**src/fan_regs_pkg.sv**
```systemverilog
package fan_regs_pkg;

  // ------------------------------------------------------------
  // Register indices (byte address is four times the index)
  // ------------------------------------------------------------
  localparam logic [7:0] IDX_ACOUSTIC  = 8'h1b;
  localparam logic [7:0] IDX_TRIGGER   = 8'h1c;
  localparam logic [7:0] IDX_INSTALLED = 8'h1d;
  localparam logic [7:0] IDX_PERMIT    = 8'h1e;
  localparam logic [7:0] IDX_DRIVE_CFG = 8'h30;
  localparam logic [7:0] IDX_LOCK_CTRL = 8'h31;
  localparam logic [7:0] IDX_TEST_BUSY = 8'h32;

  localparam int ADDR_W  = 12;
  localparam int FAN_CNT = 8;

  // ------------------------------------------------------------
  // Field positions and reset values
  // ------------------------------------------------------------
  localparam int ACU_EN3_BIT   = 0;
  localparam int ACU_EN4_BIT   = 1;
  localparam int ACU_RAMP3_LSB = 2;
  localparam int ACU_RAMP4_LSB = 5;
  localparam int CODE_W        = 3;
  localparam int DRV_STR3_BIT  = 0;
  localparam int DRV_STR4_BIT  = 1;
  localparam int DRV_TO_LSB    = 2;
  localparam int LCK_LOCK_BIT  = 0;
  localparam int LCK_SWRST_BIT = 1;
  localparam logic [7:0] REG_RST = 8'h00;

  // ------------------------------------------------------------
  // Ramp step per time slot, indexed by step code
  // ------------------------------------------------------------
  localparam logic [7:0][7:0] RAMP_STEP_TAB = {8'h30, 8'h18, 8'h0c, 8'h08,
                                              8'h05, 8'h03, 8'h02, 8'h01};
  localparam int STRETCH_FACTOR = 4;

  // ------------------------------------------------------------
  // Timing (125 MHz system clock)
  // ------------------------------------------------------------
  localparam longint CLK_KHZ     = 125000;
  localparam longint SLOT_MS     = 220;
  localparam logic [31:0] SLOT_CYC_DEF = 32'(SLOT_MS * CLK_KHZ);
  localparam longint TO_MS_1 = 100;
  localparam longint TO_MS_2 = 250;
  localparam longint TO_MS_3 = 400;
  localparam longint TO_MS_4 = 667;
  localparam longint TO_MS_5 = 1000;
  localparam longint TO_MS_6 = 2000;
  localparam longint TO_MS_7 = 32000;
  // Code 0 means no timeout: the test ends after one cycle
  localparam logic [7:0][31:0] TIMEOUT_CYC_DEF = {
    32'(TO_MS_7 * CLK_KHZ), 32'(TO_MS_6 * CLK_KHZ), 32'(TO_MS_5 * CLK_KHZ),
    32'(TO_MS_4 * CLK_KHZ), 32'(TO_MS_3 * CLK_KHZ), 32'(TO_MS_2 * CLK_KHZ),
    32'(TO_MS_1 * CLK_KHZ), 32'h0000_0001};

endpackage

```
**src/ramp_step_unit.sv**
```systemverilog
`timescale 1ns/1ps
`default_nettype none
module ramp_step_unit
  import fan_regs_pkg::*;
#(
  parameter logic [31:0] P_SLOT_CYC = SLOT_CYC_DEF
) (
  input  wire logic              i_clk_sys,
  input  wire logic              i_sys_rst,
  input  wire logic              i_enable,
  input  wire logic [CODE_W-1:0] i_step_code,
  input  wire logic              i_stretch,
  input  wire logic [7:0]        i_target,
  output var  logic [7:0]        o_duty
);

  logic [31:0] slot_cnt_reg;
  logic [31:0] slot_len;
  logic [7:0]  step;
  logic        slot_end;

  // Slot length, four times longer when stretched
  assign slot_len = i_stretch ? 32'(P_SLOT_CYC * STRETCH_FACTOR) : P_SLOT_CYC;
  assign step     = RAMP_STEP_TAB[i_step_code];
  assign slot_end = (slot_cnt_reg >= slot_len - 32'h0000_0001);

  // Time slot counter
  always_ff @(posedge i_clk_sys) begin
    if (i_sys_rst || !i_enable || slot_end) begin
      slot_cnt_reg <= 32'h0000_0000;
    end else begin
      slot_cnt_reg <= slot_cnt_reg + 32'h0000_0001;
    end
  end

  // Duty follows target directly, or one step per slot
  always_ff @(posedge i_clk_sys) begin
    if (i_sys_rst) begin
      o_duty <= 8'h00;
    end else if (!i_enable) begin
      o_duty <= i_target;
    end else if (slot_end) begin
      if (o_duty < i_target) begin
        o_duty <= (i_target - o_duty > step) ? o_duty + step : i_target;
      end else if (o_duty > i_target) begin
        o_duty <= (o_duty - i_target > step) ? o_duty - step : i_target;
      end
    end
  end

endmodule // ramp_step_unit
`default_nettype wire

```
**src/freewheel_timer.sv**
```systemverilog
`timescale 1ns/1ps
`default_nettype none
module freewheel_timer (
  input  wire logic        i_clk_sys,
  input  wire logic        i_sys_rst,
  input  wire logic        i_run,
  input  wire logic [31:0] i_load_cyc,
  output var  logic        o_busy,
  output var  logic        o_done
);

  logic [31:0] cnt_reg;

  // Start on run, count down, pulse done; dropping run aborts
  always_ff @(posedge i_clk_sys) begin
    if (i_sys_rst || !i_run) begin
      o_busy  <= 1'b0;
      o_done  <= 1'b0;
      cnt_reg <= 32'h0000_0000;
    end else if (!o_busy && !o_done) begin
      o_busy  <= 1'b1;
      o_done  <= 1'b0;
      cnt_reg <= (i_load_cyc == 32'h0000_0000) ? 32'h0000_0001 : i_load_cyc;
    end else if (o_busy && cnt_reg == 32'h0000_0001) begin
      o_busy  <= 1'b0;
      o_done  <= 1'b1;
      cnt_reg <= 32'h0000_0000;
    end else if (o_busy) begin
      cnt_reg <= cnt_reg - 32'h0000_0001;
      o_done  <= 1'b0;
    end else begin
      o_done  <= 1'b0;
    end
  end

endmodule // freewheel_timer
`default_nettype wire

```
**src/fan_acoustics_freewheel_regs.sv**
```systemverilog
// Summary of operation
// RULE1 - Channel 3 acoustic enable bit 0 turns duty ramping on for drive 3.
// RULE2 - Channel 4 acoustic enable bit 1 turns duty ramping on for drive 4.
// RULE3 - Channel 3 step code bits 4:2, reset zero, steps 1..48 per slot.
// RULE4 - Channel 4 step code bits 7:5, reset zero, selects drive 4 step.
// RULE5 - Device clears each test trigger bit when that fan's test ends.
// RULE6 - Trigger register bit 0 is fan 1 up to bit 7 for fan 8.
// RULE7 - Software marks each installed fan, bit 0 fan 1 to bit 7 fan 8.
// RULE8 - Permit bit set allows the freewheeling test for the matching fan.
// RULE9 - All four registers reset to zero, also by soft reset, and lockable.
// RULE10 - Stretch bit makes the acoustic ramp four times slower.
// RULE11 - Test length comes from the 3-bit timeout code, none up to 32 s.
// RULE12 - After lock, writes are ignored and reads still return stored values; a soft reset write to the lock register still clears the registers.
// RULE13 - Trigger without permit is cleared without running any test.
`timescale 1ns/1ps
`default_nettype none
module fan_acoustics_freewheel_regs
  import fan_regs_pkg::*;
#(
  parameter logic [31:0]      P_SLOT_CYC    = SLOT_CYC_DEF,
  parameter logic [7:0][31:0] P_TIMEOUT_CYC = TIMEOUT_CYC_DEF
) (
  input  wire logic              i_clk_sys,
  input  wire logic              i_sys_rst,
  input  wire logic              i_psel,
  input  wire logic              i_penable,
  input  wire logic              i_pwrite,
  input  wire logic [ADDR_W-1:0] i_paddr,
  input  wire logic [31:0]       i_pwdata,
  output var  logic [31:0]       o_prdata,
  output var  logic              o_pready,
  output var  logic              o_pslverr,
  input  wire logic [7:0]        i_duty_target_ch3,
  input  wire logic [7:0]        i_duty_target_ch4,
  output var  logic [7:0]        o_duty_ch3,
  output var  logic [7:0]        o_duty_ch4,
  output var  logic [7:0]        o_freewheel_active,
  output var  logic [7:0]        o_fan_installed
);

  // ------------------------------------------------------------
  // Registers and decode
  // ------------------------------------------------------------
  logic [7:0] acoustic_ramp_ctrl_ch34_reg;
  logic [7:0] freewheel_test_trigger_reg;
  logic [7:0] fan_installed_flags_reg;
  logic [7:0] freewheel_test_permit_reg;
  logic [7:0] drive_cfg_reg;
  logic       lock_reg;
  logic       soft_rst_reg;
  logic [7:0] fan_done;
  logic [7:0] fan_busy;
  logic [7:0] fan_run;
  logic [7:0] rd_byte;
  logic       acc;
  logic       wr;
  logic       wr_ok;
  logic       mapped;
  logic [7:0] idx;
  logic       acoustic_enable_ch3;
  logic       acoustic_enable_ch4;
  logic       regs_rst;

  // APB access phase and index decode
  assign acc    = i_psel && i_penable && o_pready;
  assign wr     = acc && i_pwrite && mapped;
  assign wr_ok  = wr && !lock_reg; // RULE12
  assign idx    = i_paddr[9:2];
  // Misaligned or out-of-range addresses never alias onto a register
  assign mapped = (i_paddr[1:0] == 2'b00) && (i_paddr[ADDR_W-1:10] == 2'b00) &&
                  (idx == IDX_ACOUSTIC || idx == IDX_TRIGGER ||
                   idx == IDX_INSTALLED || idx == IDX_PERMIT ||
                   idx == IDX_DRIVE_CFG || idx == IDX_LOCK_CTRL ||
                   idx == IDX_TEST_BUSY);
  assign regs_rst = i_sys_rst || soft_rst_reg; // RULE9

  assign acoustic_enable_ch3 = acoustic_ramp_ctrl_ch34_reg[ACU_EN3_BIT];
  assign acoustic_enable_ch4 = acoustic_ramp_ctrl_ch34_reg[ACU_EN4_BIT];

  // ------------------------------------------------------------
  // APB slave: one wait-free access phase after setup
  // ------------------------------------------------------------
  // Read mux
  always_comb begin
    rd_byte = 8'h00;
    unique case (idx)
      IDX_ACOUSTIC:  rd_byte = acoustic_ramp_ctrl_ch34_reg;
      IDX_TRIGGER:   rd_byte = freewheel_test_trigger_reg;
      IDX_INSTALLED: rd_byte = fan_installed_flags_reg;
      IDX_PERMIT:    rd_byte = freewheel_test_permit_reg;
      IDX_DRIVE_CFG: rd_byte = drive_cfg_reg;
      IDX_LOCK_CTRL: rd_byte = {7'h00, lock_reg};
      IDX_TEST_BUSY: rd_byte = fan_busy;
      default:       rd_byte = 8'h00;
    endcase
  end

  // Ready, read data and error prepared in the setup cycle
  always_ff @(posedge i_clk_sys) begin
    if (i_sys_rst) begin
      o_pready  <= 1'b0;
      o_prdata  <= 32'h0000_0000;
      o_pslverr <= 1'b0;
    end else begin
      o_pready  <= i_psel && !i_penable;
      o_pslverr <= i_psel && !i_penable && !mapped;
      o_prdata  <= (i_psel && !i_penable && !i_pwrite && mapped) ?
                   {24'h00_0000, rd_byte} : 32'h0000_0000; // RULE12
    end
  end

  // ------------------------------------------------------------
  // Lock and soft reset control
  // ------------------------------------------------------------
  // Lock sets once and holds until power-on reset
  always_ff @(posedge i_clk_sys) begin
    if (i_sys_rst) begin
      lock_reg <= 1'b0;
    end else if (wr && idx == IDX_LOCK_CTRL && i_pwdata[LCK_LOCK_BIT]) begin
      lock_reg <= 1'b1; // RULE12
    end
  end

  // Soft reset pulse, one cycle
  always_ff @(posedge i_clk_sys) begin
    if (i_sys_rst) begin
      soft_rst_reg <= 1'b0;
    end else begin
      soft_rst_reg <= wr && idx == IDX_LOCK_CTRL && i_pwdata[LCK_SWRST_BIT];
    end
  end

  // ------------------------------------------------------------
  // Plain control registers
  // ------------------------------------------------------------
  // Acoustic enables and step codes
  always_ff @(posedge i_clk_sys) begin
    if (regs_rst) begin
      acoustic_ramp_ctrl_ch34_reg <= REG_RST; // RULE9
    end else if (wr_ok && idx == IDX_ACOUSTIC) begin
      acoustic_ramp_ctrl_ch34_reg <= i_pwdata[7:0]; // RULE3 RULE4
    end
  end

  // Installed fan flags
  always_ff @(posedge i_clk_sys) begin
    if (regs_rst) begin
      fan_installed_flags_reg <= REG_RST; // RULE9
    end else if (wr_ok && idx == IDX_INSTALLED) begin
      fan_installed_flags_reg <= i_pwdata[7:0]; // RULE7
    end
  end

  // Test permits
  always_ff @(posedge i_clk_sys) begin
    if (regs_rst) begin
      freewheel_test_permit_reg <= REG_RST; // RULE9
    end else if (wr_ok && idx == IDX_PERMIT) begin
      freewheel_test_permit_reg <= i_pwdata[7:0]; // RULE8
    end
  end

  // Stretch bits and test timeout code
  always_ff @(posedge i_clk_sys) begin
    if (regs_rst) begin
      drive_cfg_reg <= REG_RST;
    end else if (wr_ok && idx == IDX_DRIVE_CFG) begin
      drive_cfg_reg <= i_pwdata[7:0];
    end
  end

  // Installed flags out
  always_ff @(posedge i_clk_sys) begin
    if (i_sys_rst) begin
      o_fan_installed <= 8'h00;
    end else begin
      o_fan_installed <= fan_installed_flags_reg;
    end
  end

  // ------------------------------------------------------------
  // Freewheeling test per fan
  // ------------------------------------------------------------
  genvar g;
  generate
    for (g = 0; g < FAN_CNT; g++) begin : g_fan
      logic set_bit;
      assign set_bit  = wr_ok && idx == IDX_TRIGGER && i_pwdata[g]; // RULE6
      assign fan_run[g] = freewheel_test_trigger_reg[g] &&
                          freewheel_test_permit_reg[g]; // RULE13

      // Trigger bit: software set wins over hardware clear
      always_ff @(posedge i_clk_sys) begin
        if (regs_rst) begin
          freewheel_test_trigger_reg[g] <= 1'b0; // RULE9
        end else if (set_bit) begin
          freewheel_test_trigger_reg[g] <= 1'b1;
        end else if (wr_ok && idx == IDX_TRIGGER) begin
          freewheel_test_trigger_reg[g] <= 1'b0;
        end else if (fan_done[g]) begin
          freewheel_test_trigger_reg[g] <= 1'b0; // RULE5
        end else if (!freewheel_test_permit_reg[g]) begin
          freewheel_test_trigger_reg[g] <= 1'b0; // RULE13
        end
      end

      freewheel_timer u_timer (
        .i_clk_sys  (i_clk_sys),
        .i_sys_rst  (regs_rst),
        .i_run      (fan_run[g]),
        .i_load_cyc (P_TIMEOUT_CYC[drive_cfg_reg[DRV_TO_LSB +: CODE_W]]), // RULE11
        .o_busy     (fan_busy[g]),
        .o_done     (fan_done[g])
      );
    end
  endgenerate

  assign o_freewheel_active = fan_busy;

  // ------------------------------------------------------------
  // Acoustic ramps for drives 3 and 4
  // ------------------------------------------------------------
  ramp_step_unit #(
    .P_SLOT_CYC (P_SLOT_CYC)
  ) u_ramp_ch3 (
    .i_clk_sys   (i_clk_sys),
    .i_sys_rst   (i_sys_rst),
    .i_enable    (acoustic_enable_ch3), // RULE1
    .i_step_code (acoustic_ramp_ctrl_ch34_reg[ACU_RAMP3_LSB +: CODE_W]), // RULE3
    .i_stretch   (drive_cfg_reg[DRV_STR3_BIT]), // RULE10
    .i_target    (i_duty_target_ch3),
    .o_duty      (o_duty_ch3)
  );

  ramp_step_unit #(
    .P_SLOT_CYC (P_SLOT_CYC)
  ) u_ramp_ch4 (
    .i_clk_sys   (i_clk_sys),
    .i_sys_rst   (i_sys_rst),
    .i_enable    (acoustic_enable_ch4), // RULE2
    .i_step_code (acoustic_ramp_ctrl_ch34_reg[ACU_RAMP4_LSB +: CODE_W]), // RULE4
    .i_stretch   (drive_cfg_reg[DRV_STR4_BIT]), // RULE10
    .i_target    (i_duty_target_ch4),
    .o_duty      (o_duty_ch4)
  );
endmodule // fan_acoustics_freewheel_regs
`default_nettype wire

```
**config.mk**
```make
export PLATFORM = sky130hd
export DESIGN_NAME = fan_acoustics_freewheel_regs
export DESIGN_NICKNAME = d
export VERILOG_FILES = /design/src/fan_regs_pkg.sv /design/src/ramp_step_unit.sv /design/src/freewheel_timer.sv /design/src/fan_acoustics_freewheel_regs.sv
export SDC_FILE = /design/constraint.sdc
export NUM_CORES = 1
export LEC_CHECK = 0
export BUFFER_PORTS_ARGS = -buffer_cell sky130_fd_sc_hd__buf_4
export CORE_UTILIZATION = 25
export DETAILED_ROUTE_END_ITERATION = 12
export MAX_ROUTING_LAYER = met4
export PLACE_DENSITY_LB_ADDON = 0.1
export SLEW_MARGIN = 20
export SYNTH_ARGS = -nofsm -noshare
export SYNTH_HDL_FRONTEND = slang
export SYNTH_SLANG_ARGS = --single-unit
export TNS_END_PERCENT = 20
```
**constraint.sdc**
```tcl
create_clock -name i_clk_sys -period 4.3 [get_ports i_clk_sys]
set_input_delay 0.215 -clock i_clk_sys [delete_from_list [all_inputs] [get_ports i_clk_sys]]
set_output_delay 0.215 -clock i_clk_sys [all_outputs]
set_load 0.005 [all_outputs]
```
Word level (Yosys, flattened, before mapping)
Memories as Yosys holds them, arrays and structs flattened. A register that Yosys moved wholly into a read port is not among the register bits.
Cells that the tools add are included.
{ "totals": {"memories": 3, "romBits": 384, "ff_bits": 436, "inputBits": 65, "output_inout_bits": 66} }
{ "op_classes": {"mux": 105, "add_sub_neg": 20, "reduce_logical": 130, "magnitude_cmp": 13, "eq_ne": 27, "bitwise_logic": 1} }
{ "mem_list": {"columns": ["name", "depth", "width", "rd", "rd_clocked_by_memory_dff", "write_ports", "line", "source"], "rows": [
  ["(no name shown)", 8, 32, 1, 1, 0, "fan_acoustics_freewheel_regs.sv:211", ".i_load_cyc (P_TIMEOUT_CYC[drive_cfg_reg[DRV_TO_LSB +: CODE_W]]),"],
  ["(no name shown)", 8, 8, 1, 1, 0, "ramp_step_unit.sv:24", "assign step = RAMP_STEP_TAB[i_step_code];"],
  ["(no name shown)", 8, 8, 1, 1, 0, "ramp_step_unit.sv:24", null]
]} }
{ "ops": {"columns": ["cell", "n"], "rows": [
  ["two-way mux 32 bit", 26],
  ["subtractor 32 x 1 -> 32 bit (second input constant)", 10],
  ["== test 32 x 1 -> 1 bit (second input constant)", 8],
  ["two-way mux 8 bit", 14],
  ["adder 32 x 1 -> 32 bit (second input constant)", 2],
  [">= comparator 32 bit", 2],
  ["two-way mux 1 bit", 56],
  ["one-hot mux 8 bit (7 select lines)", 1],
  ["two-way mux 27 bit", 2],
  ["logical AND 1 bit", 51],
  ["> comparator 8 bit", 6],
  ["subtractor 8 bit", 6],
  ["== test 8 x 5 -> 1 bit (second input constant)", 4],
  ["zero test 32 bit", 1],
  ["inequality test 4 x 1 -> 1 bit (second input constant)", 8],
  ["zero test 1 bit", 30],
  ["== test 8 x 6 -> 1 bit (second input constant)", 3],
  ["nonzero test 3 bit", 8],
  ["logical OR 1 bit", 19],
  ["two-way mux 3 bit", 6],
  ["OR reduction 2 bit", 9],
  ["adder 8 bit", 2],
  ["less-than comparator 8 bit", 2],
  ["nonzero test 2 bit", 8],
  ["6 further kinds", 12]
]} }

Depth between registers and ports, before layout
Gate-level depths: netlist of the first run.
{ "logic_depth": {"depth_word": 13, "mapped_depth": 16, "depth_no_buf": 16} }

Modules after synthesis
From an unflattened synthesis of the first run, not the netlist that was laid out.
{ "hier_totals": {"cells_unflattened": 3994, "area_unflattened_um2": 31182.4} }
{ "by_module_without_submodules": {"columns": ["mod", "cells_each", "area_per_inst_um2", "n_inst", "seq_area_each_um2"], "rows": [
  ["freewheel_timer", 340, 2516.2, 8, 680.7],
  ["fan_acoustics_freewheel_regs", 384, 3733.6, 1, 1721.7],
  ["ramp_step_unit at u_ramp_ch3", 449, 3699.8, 1, 800.8],
  ["ramp_step_unit at u_ramp_ch4", 441, 3619.7, 1, 800.8]
]} }

Least setup slack after synthesis of the first run
No wires, ideal clock.
{ "synth_timing": {"kind": "flip-flop to flip-flop", "start": "reg u_ramp_ch4.o_duty[1]", "end": "reg u_ramp_ch4.o_duty[7]", "setup_time_ns": 0.119, "path_slack_ns": 0.741, "period_less_slack_ns": 3.559, "t_arrival_ns": 3.441, "path_stages_with_launch": 15, "path_cell_list": "dfxtp_1 > ha_1 > nor2b_1 > o21ai_0 > nand2_1 > a21o_1 > a21oi_1 > xnor2_1 > ha_1 > a2111oi_0 > a21oi_1 > or3b_1 > o31a_1 > a221o_1 > o221a_2"} }
{ "synth_between": {"elab_chain_cells": 7, "word_cells_on_any_way": 16, "classes_between": "4 x add/sub; 4 x order compare; 1 x eq/ne; 6 x mux; 1 x reduce/logical"} }
{ "synth_lines": {"columns": ["element", "line", "source"], "rows": [
  ["start: declaration", "ramp_step_unit.sv:14", "output var logic [7:0] o_duty"],
  ["start signal: assignment", "ramp_step_unit.sv:41", "o_duty <= i_target;"],
  ["start signal: assignment", "ramp_step_unit.sv:44", "o_duty <= (i_target - o_duty > step) ? o_duty + step : i_target;"],
  ["start signal: assignment", "ramp_step_unit.sv:46", "o_duty <= (o_duty - i_target > step) ? o_duty - step : i_target;"],
  ["subtractor 8 bit", "ramp_step_unit.sv:46", null],
  ["> comparator 8 bit", "ramp_step_unit.sv:46", null],
  ["two-way mux 8 bit", "ramp_step_unit.sv:46", null],
  ["two-way mux 8 bit", "ramp_step_unit.sv:45", "end else if (o_duty > i_target) begin"],
  ["two-way mux 8 bit", "ramp_step_unit.sv:43", "if (o_duty < i_target) begin"],
  ["two-way mux 8 bit", "ramp_step_unit.sv:42", "end else if (slot_end) begin"],
  ["two-way mux 8 bit", "ramp_step_unit.sv:40", "end else if (!i_enable) begin"]
]} }
Parallel ways exist; a longest one is shown, timed or not. The select of a mux whose other input is x is not followed.
A chain may end at the register's enable or synchronous reset.

Worst setup path in the final report of the first run
{ "layout_timing": {"start": "reg u_ramp_ch4.o_duty[1]", "end": "reg u_ramp_ch4.o_duty[6]"} }
Same word-level chain as after synthesis.

==> summary.md, run 1 <==
| Metric | Value |
|---|---|
| Gpl congestion | `0.803` |
| Vias in the first global route | `25.1k` |
| CTS sink cnt | `450` |
| Final Hold Violating Endpoints | `0` |
| Slew @ Worst Pin | `1.05 ns` |
| Non-Filler Instances | `5022` |
| Detailed placer's ending HPWL | `69500 um` |
| Asr flop ratio synth | `0` |
| DRT Pass-1 Iters | `10` |
| Worst-path clk slew | `0.06 ns` |
| Yosys top cell area share | `0.329` |
| Worst Setup Path Type | `reg -> reg` |
| Final Setup Violations | `0` |
| Die area | `0.111 mm^2` |
| Antenna violations before repair | `5` |
| Leak | `12.1 nW` |
| Count of standard-cell rows | `120` |
| Clock skew | `0.0252 ns` |
| Vias/cell | `5.19` |
| Synth area leader | `dfxtp_1` |
| Clock Latency Late Sink | `0.66 ns` |
| Wire per inst | `20.2 um` |
| Mapped Cells | `3504` |
| Final Max Tran Viols | `0` |
| # IOs | `131` |
| Worst hold path class | `in -> reg` |
| Most frequent cells in the layout | `451 x nor2_1, 449 x dfxtp_1, 325 x a21oi_1` |
| DRC violations left | `0` |
| Final ANT Viol Nets | `0` |
| Layout cells sized above 1 | `0.0978` |
| Pwr dens | `321 mW/mm^2` |
| Data arrival, critical path | `4.64 ns` |
| Die Span X | `333 um` |
| Die Ht | `333 um` |
| Period utilization | `0.951` |
| Max_cap viols | `0` |
| Synth Flop Type | `dfxtp_1` |
| DRT Wirelength | `101000 um` |
| H-tree depth | `2` |
| Unrepaired setup endpoints after global routing | `no` |
| Initial Util | `0.254` |
| Cell count after placement | `4889` |
| Crit-path max cell delay | `0.48 ns` |
| Post-Syn Area per Cell | `7.80 um^2` |
| Post-synth EDFFs | `0` |
| DP Area | `0.0295 mm^2` |
| N_diodes | `0` |
| Setup TNS | `0 ns` |
| Crit path capture type | `register` |
| Worst Path Max Fanout | `8` |
| Status | `finished, final reports clean` |
| First-pass GRT wire length | `156000 um` |
| Tmin final | `4.09 ns` |
| Number of port buffers | `82` |
| Largest register FFs | `256` |
| Design area | `0.0319 mm^2` |
| DRT iter0 DRCs | `1604` |
| Vias | `26.0k` |
| Sequential fraction of the synthesis area | `0.329` |
| FF+latch count, synth | `450` |
| CTS Buffer Depth | `3` |
| Hold Worst Slack | `0.0589 ns` |
| CTS root buf | `clkbuf_16` |
| Worst Path Required | `4.85 ns` |
| Startpoint types | `register` |
| Largest net degree at the start of global routing | `44` |
| Critical-path cell list | `ha_1, nor2b_1, o21ai_0, nand2_1, a21o_1, a21oi_1, xnor2_1, ha_1, a2111oi_0, a21oi_1, or3b_1, o31a_1, or3_1, a311oi_1` |
| Max_slew headroom | `0.296` |
| Fmax | `244 MHz` |
| CTS tree | `yes` |
| Commonest non-fill, non-tap cell in the layout | `nor2_1` |
| Core Footprint | `0.108 mm^2` |
| Synth Cell Area | `0.0273 mm^2` |
| Main area contributors after synthesis | `dfxtp_1 33%, ha_1 6.3%, nor2_1 6.2%` |
| Post-synthesis cell type count | `100` |
| Maximum vdd drop | `364 uV` |
| Total Nets Final | `3782` |
| Synth Warn # | `0` |
| GRT Total Usage | `0.184` |
| Critical path's slowest cell | `or3b_1` |
| CTS buffer count | `59` |
| Global route overflow | `0` |
| Syn-to-layout area delta | `16.6%` |
==> synthesized netlist by cell type, types with 57 or more instances <==
| master | number |
|---|---|
| nor4_1 | 60 |
| ha_1 | 137 |
| nor2_1 | 452 |
| o21ai_0 | 132 |
| mux2i_1 | 66 |
| xnor2_1 | 67 |
| a21oi_1 | 326 |
| xor2_1 | 76 |
| inv_1 | 125 |
| nand3_1 | 132 |
| clkbuf_1 | 153 |
| nand4_1 | 59 |
| nor3_1 | 171 |
| dfxtp_1 | 450 |
| nand2_1 | 279 |
| a31oi_1 | 57 |
==> area by class of cell <==
| cell class | count | area (um^2) |
|---|---|---|
| clock buffer | 88 | 1750 |
| clock inverter | 20 | 365 |
| sequential | 450 | 9010 |
| inverter | 127 | 477 |
| multi-input combinational | 2740 | 17000 |
| fill | 11700 | 75900 |
| tap | 1403 | 1760 |
| timing repair buffer | 194 | 1520 |
==> path summary, 6_finish.rpt <==
path	start	endpoint	slack [ns]	cells past startpoint
setup / recovery	u_ramp_ch4.o_duty[1]$_SDFFE_PP0P_	u_ramp_ch4.o_duty[6]$_SDFFE_PP0P_	0.21	14
hold / removal	i_pwrite	o_prdata[1]$_SDFF_PP0_	0.06	3
setup reg to reg	u_ramp_ch4.o_duty[1]$_SDFFE_PP0P_	u_ramp_ch4.o_duty[6]$_SDFFE_PP0P_	0.21	14
hold reg to reg	g_fan[6].u_timer.cnt_reg[25]$_SDFFE_PP0P_	g_fan[6].u_timer.cnt_reg[25]$_SDFFE_PP0P_	0.46	2
==> power by group <==
group	internal (mW)	total [mW]	switching (mW)
Clock	3.38	5.44	2.06
Sequential	4.18	4.20	0.0178
Combinational	0.255	0.605	0.349
==> timing repair <==
action | in CTS | in global routing
hold endpoints to repair | 59 | 0
endpoints found under the setup margin | 0 | 1
gates resized for setup | 0 | 1
hold buffers | 25 | 0
buffers inserted | 0 | 0
==> per-stage QoR <==
stage                     total power, mW  setup WS, ns  utilization
after floorplan                      4.70         0.741            -
after global placement               4.89         0.202        0.274
after detailed placement             4.88         0.200        0.274
after CTS                            10.4         0.191        0.296
after global routing                 10.6        0.0216        0.296
final                                10.2         0.209        0.296
==> cells by family after synthesis <==
kind of cell,count (synthesis),share of synthesized area
other,1,0.000137
AND/OR/NAND/NOR,1461,0.266
buffers and inverters,345,0.0533
adder cells (fa/ha/maj),145,0.0685
multiplexers,74,0.0275
AO/OA/AOI/OAI,885,0.209
XOR/XNOR,143,0.0458
flip-flops,450,0.329
==> critical path: cells and delay by family (launching register included) <==
family | cells | cell delay, ns
adders and majority gates | 2 | 0.51
xor gates and xnor gates | 1 | 0.09
AOI/OAI and AO/OA | 7 | 1.79
DFF | 1 | 0.47
and+or+nand+nor | 4 | 1.14
==> layer usage <==
metal / track usage / part of all wire
met1: 0.247 / 0.47
met2: 0.286 / 0.45
met3: 0.0245 / 0.051
met4: 0.0567 / 0.028
met5: - / 0
Power figures use the tool's default switching activity.
==> inputs of run 2 (changes only) <==
--- a/config.mk
+++ b/config.mk
@@ -6,6 +6,7 @@
 export NUM_CORES = 1
 export LEC_CHECK = 0
 export BUFFER_PORTS_ARGS = -buffer_cell sky130_fd_sc_hd__buf_4
+export CORE_MARGIN = 5
 export CORE_UTILIZATION = 25
 export DETAILED_ROUTE_END_ITERATION = 12
 export MAX_ROUTING_LAYER = met4
==> run 2 against run 1 <==
Final cell count is 0.22% higher. Sequential cell count stayed put. Highest routed layer unchanged. Register-to-register slack better by 0.19 ns. Critical endpoint is now u_ramp_ch4.o_duty[0]$_SDFFE_PP0P_. Largest cell class unchanged.
==> summary.md, run 2 (synthesized netlist as in run 1, its figures left out) <==
| Metric | Value |
|---|---|
| Most frequent cells in the layout | `451 x nor2_1, 448 x dfxtp_1, 325 x a21oi_1 (was 451 x nor2_1, 449 x dfxtp_1, 325 x a21oi_1)` |
| Total Nets Final | `3783 (was 3782)` |
| Worst Setup Path Type | `reg -> reg (unchanged)` |
| CTS root buf | `clkbuf_16 (unchanged)` |
| Fmax | `256 MHz (was 244 MHz)` |
| Final ANT Viol Nets | `0 (unchanged)` |
| DRC violations left | `0 (unchanged)` |
| CTS Buffer Depth | `3 (unchanged)` |
| Design area | `0.0319 mm^2 (about the same)` |
| Pwr dens | `320 mW/mm^2 (was 321 mW/mm^2)` |
| Vias/cell | `5.14 (was 5.19)` |
| Wire per inst | `20.3 um (was 20.2 um)` |
| Tmin final | `3.90 ns (was 4.09 ns)` |
| Layout cells sized above 1 | `0.0995 (was 0.0978)` |
| Unrepaired setup endpoints after global routing | `no (unchanged)` |
| Slew @ Worst Pin | `1.12 ns (was 1.05 ns)` |
| CTS tree | `yes (unchanged)` |
| Critical-path cell list | `ha_1, nor2b_1, o21ai_0, nand2_1, a21o_1, a21oi_1, xnor2_1, ha_1, a2111oi_0, a21oi_1, or3b_1, o31a_1, or4_1, o311ai_0 (was ha_1, nor2b_1, o21ai_0, nand2_1, a21o_1, a21oi_1, xnor2_1, ha_1, a2111oi_0, a21oi_1, or3b_1, o31a_1, or3_1, a311oi_1)` |
| Max_cap viols | `0 (unchanged)` |
| DRT Pass-1 Iters | `7 (was 10)` |
| H-tree depth | `2 (unchanged)` |
| Maximum vdd drop | `290 uV (was 364 uV)` |
| Final Hold Violating Endpoints | `0 (unchanged)` |
| Non-Filler Instances | `5033 (was 5022)` |
| DP Area | `0.0296 mm^2 (was 0.0295 mm^2)` |
| Vias in the first global route | `25.0k (was 25.1k)` |
| Largest net degree at the start of global routing | `44 (unchanged)` |
| Largest register FFs | `256 (unchanged)` |
| Global route overflow | `0 (unchanged)` |
| Vias | `25.8k (was 26.0k)` |
| Cell count after placement | `4903 (was 4889)` |
| Critical path's slowest cell | `or4_1 (was or3b_1)` |
| Multi-input logic area | `0.0170 mm^2 (about the same)` |
| Gpl congestion | `0.779 (was 0.803)` |
| Syn-to-layout area delta | `16.7% (was 16.6%)` |
| Count of standard-cell rows | `121 (was 120)` |
| Reg2Reg Depth | `14 (unchanged)` |
| Number of port buffers | `82 (unchanged)` |
| Worst hold path class | `in -> reg (unchanged)` |
| DRT iter0 DRCs | `1844 (was 1604)` |
| Max_slew headroom | `0.253 (was 0.296)` |
| Antenna violations before repair | `3 (was 5)` |
| Pint | `7.81 mW (was 7.82 mW)` |
| Crit path capture type | `register (unchanged)` |
| Clock skew | `0.0198 ns (was 0.0252 ns)` |
| N_diodes | `0 (unchanged)` |
| Worst r2r src | `u_ramp_ch4.o_duty[1]$_SDFFE_PP0P_ (unchanged)` |
| # IOs | `131 (unchanged)` |
| Register area | `0.00901 mm^2 (about the same)` |
| Worst Path Max Fanout | `8 (unchanged)` |
| Status | `finished, final reports clean (unchanged)` |
| Hold Crit Depth | `3 (unchanged)` |
| Clock power share | `0.530 (was 0.531)` |
| Detailed placer's ending HPWL | `69800 um (was 69500 um)` |
| Data arrival, critical path | `4.42 ns (was 4.64 ns)` |
| Die area | `0.116 mm^2 (was 0.111 mm^2)` |
| First-pass GRT wire length | `156000 um (about the same)` |
| Register share of total power | `0.411 (was 0.410)` |
| Startpoint types | `register (unchanged)` |
| Clock Latency Late Sink | `0.64 ns (was 0.66 ns)` |
| Die Span X | `341 um (was 333 um)` |
| Worst Path Required | `4.82 ns (was 4.85 ns)` |
| Period utilization | `0.907 (was 0.951)` |
| Final Setup Violations | `0 (unchanged)` |
| Leak | `12.1 nW (about the same)` |
| Worst Hold Endpoint | `u_ramp_ch4.o_duty[2]$_SDFFE_PP0P_ (was o_prdata[1]$_SDFF_PP0_)` |
| Core Footprint | `0.109 mm^2 (was 0.108 mm^2)` |
| Initial Util | `0.252 (was 0.254)` |
| Worst-path clk slew | `0.06 ns (about the same)` |
| CTS buffer count | `59 (unchanged)` |
| CTS sink cnt | `450 (unchanged)` |
| GRT Total Usage | `0.174 (was 0.184)` |
| Setup TNS | `0 ns (unchanged)` |
| R2R Setup Slk | `0.40 ns (was 0.21 ns)` |
| Commonest non-fill, non-tap cell in the layout | `nor2_1 (unchanged)` |
| Die Ht | `341 um (was 333 um)` |
| Final Max Tran Viols | `0 (unchanged)` |
| DRT Wirelength | `102000 um (was 101000 um)` |
| Fillers | `11.8k (was 11.7k)` |
| Worst r2r dst | `u_ramp_ch4.o_duty[0]$_SDFFE_PP0P_ (was u_ramp_ch4.o_duty[6]$_SDFFE_PP0P_)` |
| Hold Startpoint | `i_duty_target_ch4[2] (was i_pwrite)` |
| Crit-path max cell delay | `0.53 ns (was 0.48 ns)` |
| Sw Pwr | `2.41 mW (was 2.42 mW)` |
| Sw Ratio | `0.236 (was 0.237)` |
| Gate power share | `0.059 (about the same)` |
-- run 2: changes by cell type in the layout (fill, tap and decap cells not counted), sizes merged --
cell         previous run  this run
clkinv                 11        14
inv                   126       127
dlygate4sd3            25        23
clkbuf                 88        83
buf                   169       172
-- run 2: area by class of cell --
type | count | area share
flip-flops and latches | 450 | 0.282
well taps | 1414 | 0.0554
repair buffers | 195 | 0.0477
clock inverters | 24 | 0.0123
clock buffers | 83 | 0.0539
multi-input cells | 2740 | 0.533
inverters | 127 | 0.0149
-- run 2: metal layers --
layer | share of wire | GRT usage | wire length, um
met4 | 0.017 | 0.0336 | 1720
met2 | 0.45 | 0.274 | 45500
met3 | 0.048 | 0.0249 | 4860
met5 | 0 | - | 0
met1 | 0.49 | 0.239 | 50000
-- run 2: per-stage QoR --
stage	utilization	power (mW)	hold slack [ns]	worst slack [ns]
final	0.294	10.2	0.0589	0.399
after global routing	0.294	10.6	0.0767	0.103
after CTS	0.294	10.4	0.00562	0.256
after detailed placement	0.272	4.88	0.417	0.261
after global placement	0.272	4.89	0.417	0.279
after floorplan	-	4.70	0.306	0.741
-- run 2: power by group through the flow --
| stage | combinational (mW) | sequential, mW | clock [mW] |
|---|---|---|---|
| floorplan | 0.409 | 4.29 | 0 |
| global placement | 0.593 | 4.29 | 0 |
| global route | 0.672 | 4.20 | 5.77 |
| detailed placement | 0.583 | 4.29 | 0 |
| CTS | 0.604 | 4.20 | 5.61 |
| finish | 0.600 | 4.20 | 5.41 |
-- run 2: how the worst max path moves through the flow --
stage / start / end / cells after the start
after global placement: u_ramp_ch4.o_duty[1]$_SDFFE_PP0P_ / u_ramp_ch4.o_duty[0]$_SDFFE_PP0P_ / 14
after floorplan: u_ramp_ch4.o_duty[1]$_SDFFE_PP0P_ / u_ramp_ch4.o_duty[7]$_SDFFE_PP0P_ / 14
after global routing: u_ramp_ch4.o_duty[1]$_SDFFE_PP0P_ / u_ramp_ch4.o_duty[6]$_SDFFE_PP0P_ / 14
after detailed placement: u_ramp_ch4.o_duty[1]$_SDFFE_PP0P_ / u_ramp_ch4.o_duty[0]$_SDFFE_PP0P_ / 14
after CTS: u_ramp_ch4.o_duty[1]$_SDFFE_PP0P_ / u_ramp_ch4.o_duty[6]$_SDFFE_PP0P_ / 14
final: u_ramp_ch4.o_duty[1]$_SDFFE_PP0P_ / u_ramp_ch4.o_duty[0]$_SDFFE_PP0P_ / 14
-- run 2: timing repair --
item	in CTS	in global routing
hold buffers	23	0
buffers inserted	0	0
gates resized for setup	0	2
setup endpoints to repair	0	3
hold endpoints to repair	51	0
-- run 2: critical path: cells and delay by family, from the launching register on --
| kind | cells | cell delay [ns] |
|---|---|---|
| AO/OA/AOI/OAI | 7 | 1.56 |
| AND/OR/NAND/NOR | 4 | 1.28 |
| adder cells (fa/ha/maj) | 2 | 0.48 |
| flip-flops | 1 | 0.41 |
| XOR/XNOR | 1 | 0.09 |
==> inputs of run 3 (changes only) <==
--- a/config.mk
+++ b/config.mk
@@ -8,6 +8,7 @@
 export BUFFER_PORTS_ARGS = -buffer_cell sky130_fd_sc_hd__buf_4
 export CORE_MARGIN = 5
 export CORE_UTILIZATION = 25
+export CTS_BUF_LIST = sky130_fd_sc_hd__clkbuf_8 sky130_fd_sc_hd__clkbuf_16
 export DETAILED_ROUTE_END_ITERATION = 12
 export MAX_ROUTING_LAYER = met4
 export PLACE_DENSITY_LB_ADDON = 0.1
==> run 3 against run 2 <==
Global-route usage did not move. Final cell count about the same. Sequential power barely moved. Critical path depth is the same. Clock-buffer cell count fell by 11. Worst setup slack improved by 0.0019 ns. Final area about the same. Via count is 0.14% lower. Total power shrank 0.29%. Combinational power hardly changed. Wire length about the same. Critical path type unchanged.
==> summary.md, run 3 (synthesized netlist as in run 1, its figures left out) <==
| Metric | Value |
|---|---|
| Maximum vdd drop | `290 uV (about the same)` |
| Period utilization | `0.907 (about the same)` |
| Final Hold Violating Endpoints | `0 (unchanged)` |
| Vias/cell | `5.13 (was 5.14)` |
| Tmin final | `3.90 ns (about the same)` |
| Fmax | `256 MHz (about the same)` |
| CTS Buffer Depth | `3 (unchanged)` |
| Design area | `0.0319 mm^2 (about the same)` |
| Max_cap viols | `0 (unchanged)` |
| Layer with the highest usage | `met2 (unchanged)` |
| Startpoint types | `register (unchanged)` |
| GR Util met1 | `0.239 (unchanged)` |
| Pre-CTS setup slack | `0.261 ns (unchanged)` |
| Worst-path clk slew | `0.06 ns (about the same)` |
| Critical path's slowest cell | `or4_1 (unchanged)` |
| Critical-path cell list | `ha_1, nor2b_1, o21ai_0, nand2_1, a21o_1, a21oi_1, xnor2_1, ha_1, a2111oi_0, a21oi_1, or3b_1, o31a_1, or4_1, o311ai_0 (unchanged)` |
| Layout cells sized above 1 | `0.0995 (unchanged)` |
| Commonest non-fill, non-tap cell in the layout | `nor2_1 (unchanged)` |
| Final Setup Violations | `0 (unchanged)` |
| Gpl congestion | `0.779 (unchanged)` |
| Worst Setup Path Type | `reg -> reg (unchanged)` |
| DRC violations left | `0 (unchanged)` |
| Setup TNS | `0 ns (unchanged)` |
| Largest register FFs | `256 (unchanged)` |
| Post-Route Utilization | `0.294 (about the same)` |
| Worst hold path class | `in -> reg (unchanged)` |
| Status | `finished, final reports clean (unchanged)` |
| Leak | `12.2 nW (was 12.1 nW)` |
| Most frequent cells in the layout | `451 x nor2_1, 448 x dfxtp_1, 325 x a21oi_1 (unchanged)` |
| Die area | `0.116 mm^2 (unchanged)` |
| Routing usage on met3 | `0.0249 (unchanged)` |
| Vias | `25.8k (about the same)` |
| CTS buffer count | `59 (unchanged)` |
| Detailed placer's ending HPWL | `69800 um (unchanged)` |
| Vias in the first global route | `25.0k (unchanged)` |
| Clock Latency Late Sink | `0.64 ns (about the same)` |
| H-tree depth | `2 (unchanged)` |
| Crit-path max cell delay | `0.53 ns (about the same)` |
| Number of port buffers | `82 (unchanged)` |
| Core Footprint | `0.109 mm^2 (unchanged)` |
| DP Area | `0.0296 mm^2 (unchanged)` |
| GR Util met2 | `0.274 (unchanged)` |
| Final ANT Viol Nets | `0 (unchanged)` |
| Global route overflow | `0 (unchanged)` |
| DRT iter0 DRCs | `1854 (was 1844)` |
| Antenna violations before repair | `3 (unchanged)` |
| Die Ht | `341 um (unchanged)` |
| Largest net degree at the start of global routing | `44 (unchanged)` |
| First-pass GRT wire length | `156000 um (unchanged)` |
| CTS tree | `yes (unchanged)` |
| Max_slew headroom | `0.255 (was 0.253)` |
| DRT Wirelength | `102000 um (about the same)` |
| Crit path capture type | `register (unchanged)` |
| CTS sink cnt | `450 (unchanged)` |
| GRT Total Usage | `0.174 (unchanged)` |
| Total Nets Final | `3783 (unchanged)` |
| Die Span X | `341 um (unchanged)` |
| Initial Util | `0.252 (unchanged)` |
| Clock skew | `0.0219 ns (was 0.0198 ns)` |
| Slew @ Worst Pin | `1.11 ns (was 1.12 ns)` |
| Pwr Total | `10.2 mW (about the same)` |
| Count of standard-cell rows | `121 (unchanged)` |
| Syn-to-layout area delta | `16.7% (about the same)` |
| Worst Path Required | `4.82 ns (about the same)` |
| CTS root buf | `clkbuf_16 (unchanged)` |
| Wire per inst | `20.3 um (about the same)` |
| Worst Path Max Fanout | `8 (unchanged)` |
| Unrepaired setup endpoints after global routing | `no (unchanged)` |
| Fillers | `11.8k (about the same)` |
| Data arrival, critical path | `4.42 ns (about the same)` |
| Final Max Tran Viols | `0 (unchanged)` |
| # IOs | `131 (unchanged)` |
| Final Worst Setup Slack | `0.401 ns (was 0.399 ns)` |
| DRT Pass-1 Iters | `5 (was 7)` |
| Pwr dens | `319 mW/mm^2 (was 320 mW/mm^2)` |
## run 3: cell types whose count changed in the layout (fill, tap and decap cells not counted), sizes merged
cell	before	now
inv	127	138
clkbuf	83	72
diode	0	1
## run 3: worst max-delay path: cells and delay by family (launching register included)
| family | cells | cell delay (ns) |
|---|---|---|
| compound gates | 7 | 1.56 |
| simple gates | 4 | 1.28 |
| fa+ha+maj | 2 | 0.48 |
| flops | 1 | 0.41 |
| xor+xnor | 1 | 0.09 |
## run 3: through the flow
step / cells / hold WS [ns]
global route: 5033 / 0.0767
finish: 5034 / 0.0602
global placement: 4903 / 0.417
floorplan: 3535 / 0.306
CTS: 5033 / 0.00562
detailed placement: 4903 / 0.417
## run 3: path summary, 6_finish.rpt
path                                         start                                    end  depth (start not counted)  slack (ns)
max reg2reg      u_ramp_ch4.o_duty[1]$_SDFFE_PP0P_      u_ramp_ch4.o_duty[0]$_SDFFE_PP0P_                         14        0.40
min reg2reg  u_ramp_ch3.slot_cnt_reg[0]$_SDFF_PP0_  u_ramp_ch3.slot_cnt_reg[0]$_SDFF_PP0_                          1        0.46
min                           i_duty_target_ch3[7]      u_ramp_ch3.o_duty[7]$_SDFFE_PP0P_                          5        0.06
max              u_ramp_ch4.o_duty[1]$_SDFFE_PP0P_      u_ramp_ch4.o_duty[0]$_SDFFE_PP0P_                         14        0.40
## run 3: report_power, final
| group | leakage, nW | total, mW | switching, mW | internal [mW] |
|---|---|---|---|---|
| clock network | 1.09 | 5.38 | 2.04 | 3.34 |
| logic | 7.47 | 0.600 | 0.347 | 0.253 |
| registers | 3.63 | 4.20 | 0.0176 | 4.18 |
| total | 12.2 | 10.2 | 2.41 | 7.78 |
## run 3: routing by layer
| metal | share of wire | vias up | wire length (um) |
|---|---|---|---|
| li1 | - | 12800 | - |
| met1 | 0.49 | 12400 | 49800 |
| met2 | 0.45 | 525 | 45500 |
| met3 | 0.049 | 112 | 5040 |
| met4 | 0.017 | 0 | 1730 |
| met5 | 0 | - | 0 |
## run 3: final cells by class
cell class / instances / area [um^2] / area share
multi-input combinational: 2740 / 17000 / 0.533
sequential: 450 / 9010 / 0.282
tap: 1414 / 1770 / 0.0554
clock buffer: 72 / 1680 / 0.0526
timing repair buffer: 195 / 1520 / 0.0477
inverter: 127 / 477 / 0.0149
clock inverter: 35 / 434 / 0.0136
antenna: 1 / 2.50 / 0.0000784
## run 3: timing repair
| action | 4_1_cts | 5_1_grt |
|---|---|---|
| hold buffers | 23 | 0 |
| setup buffers | 0 | 0 |
| endpoints found under the hold margin | 51 | 0 |
| setup endpoints to repair | 0 | 3 |
| gates resized for setup | 0 | 2 |
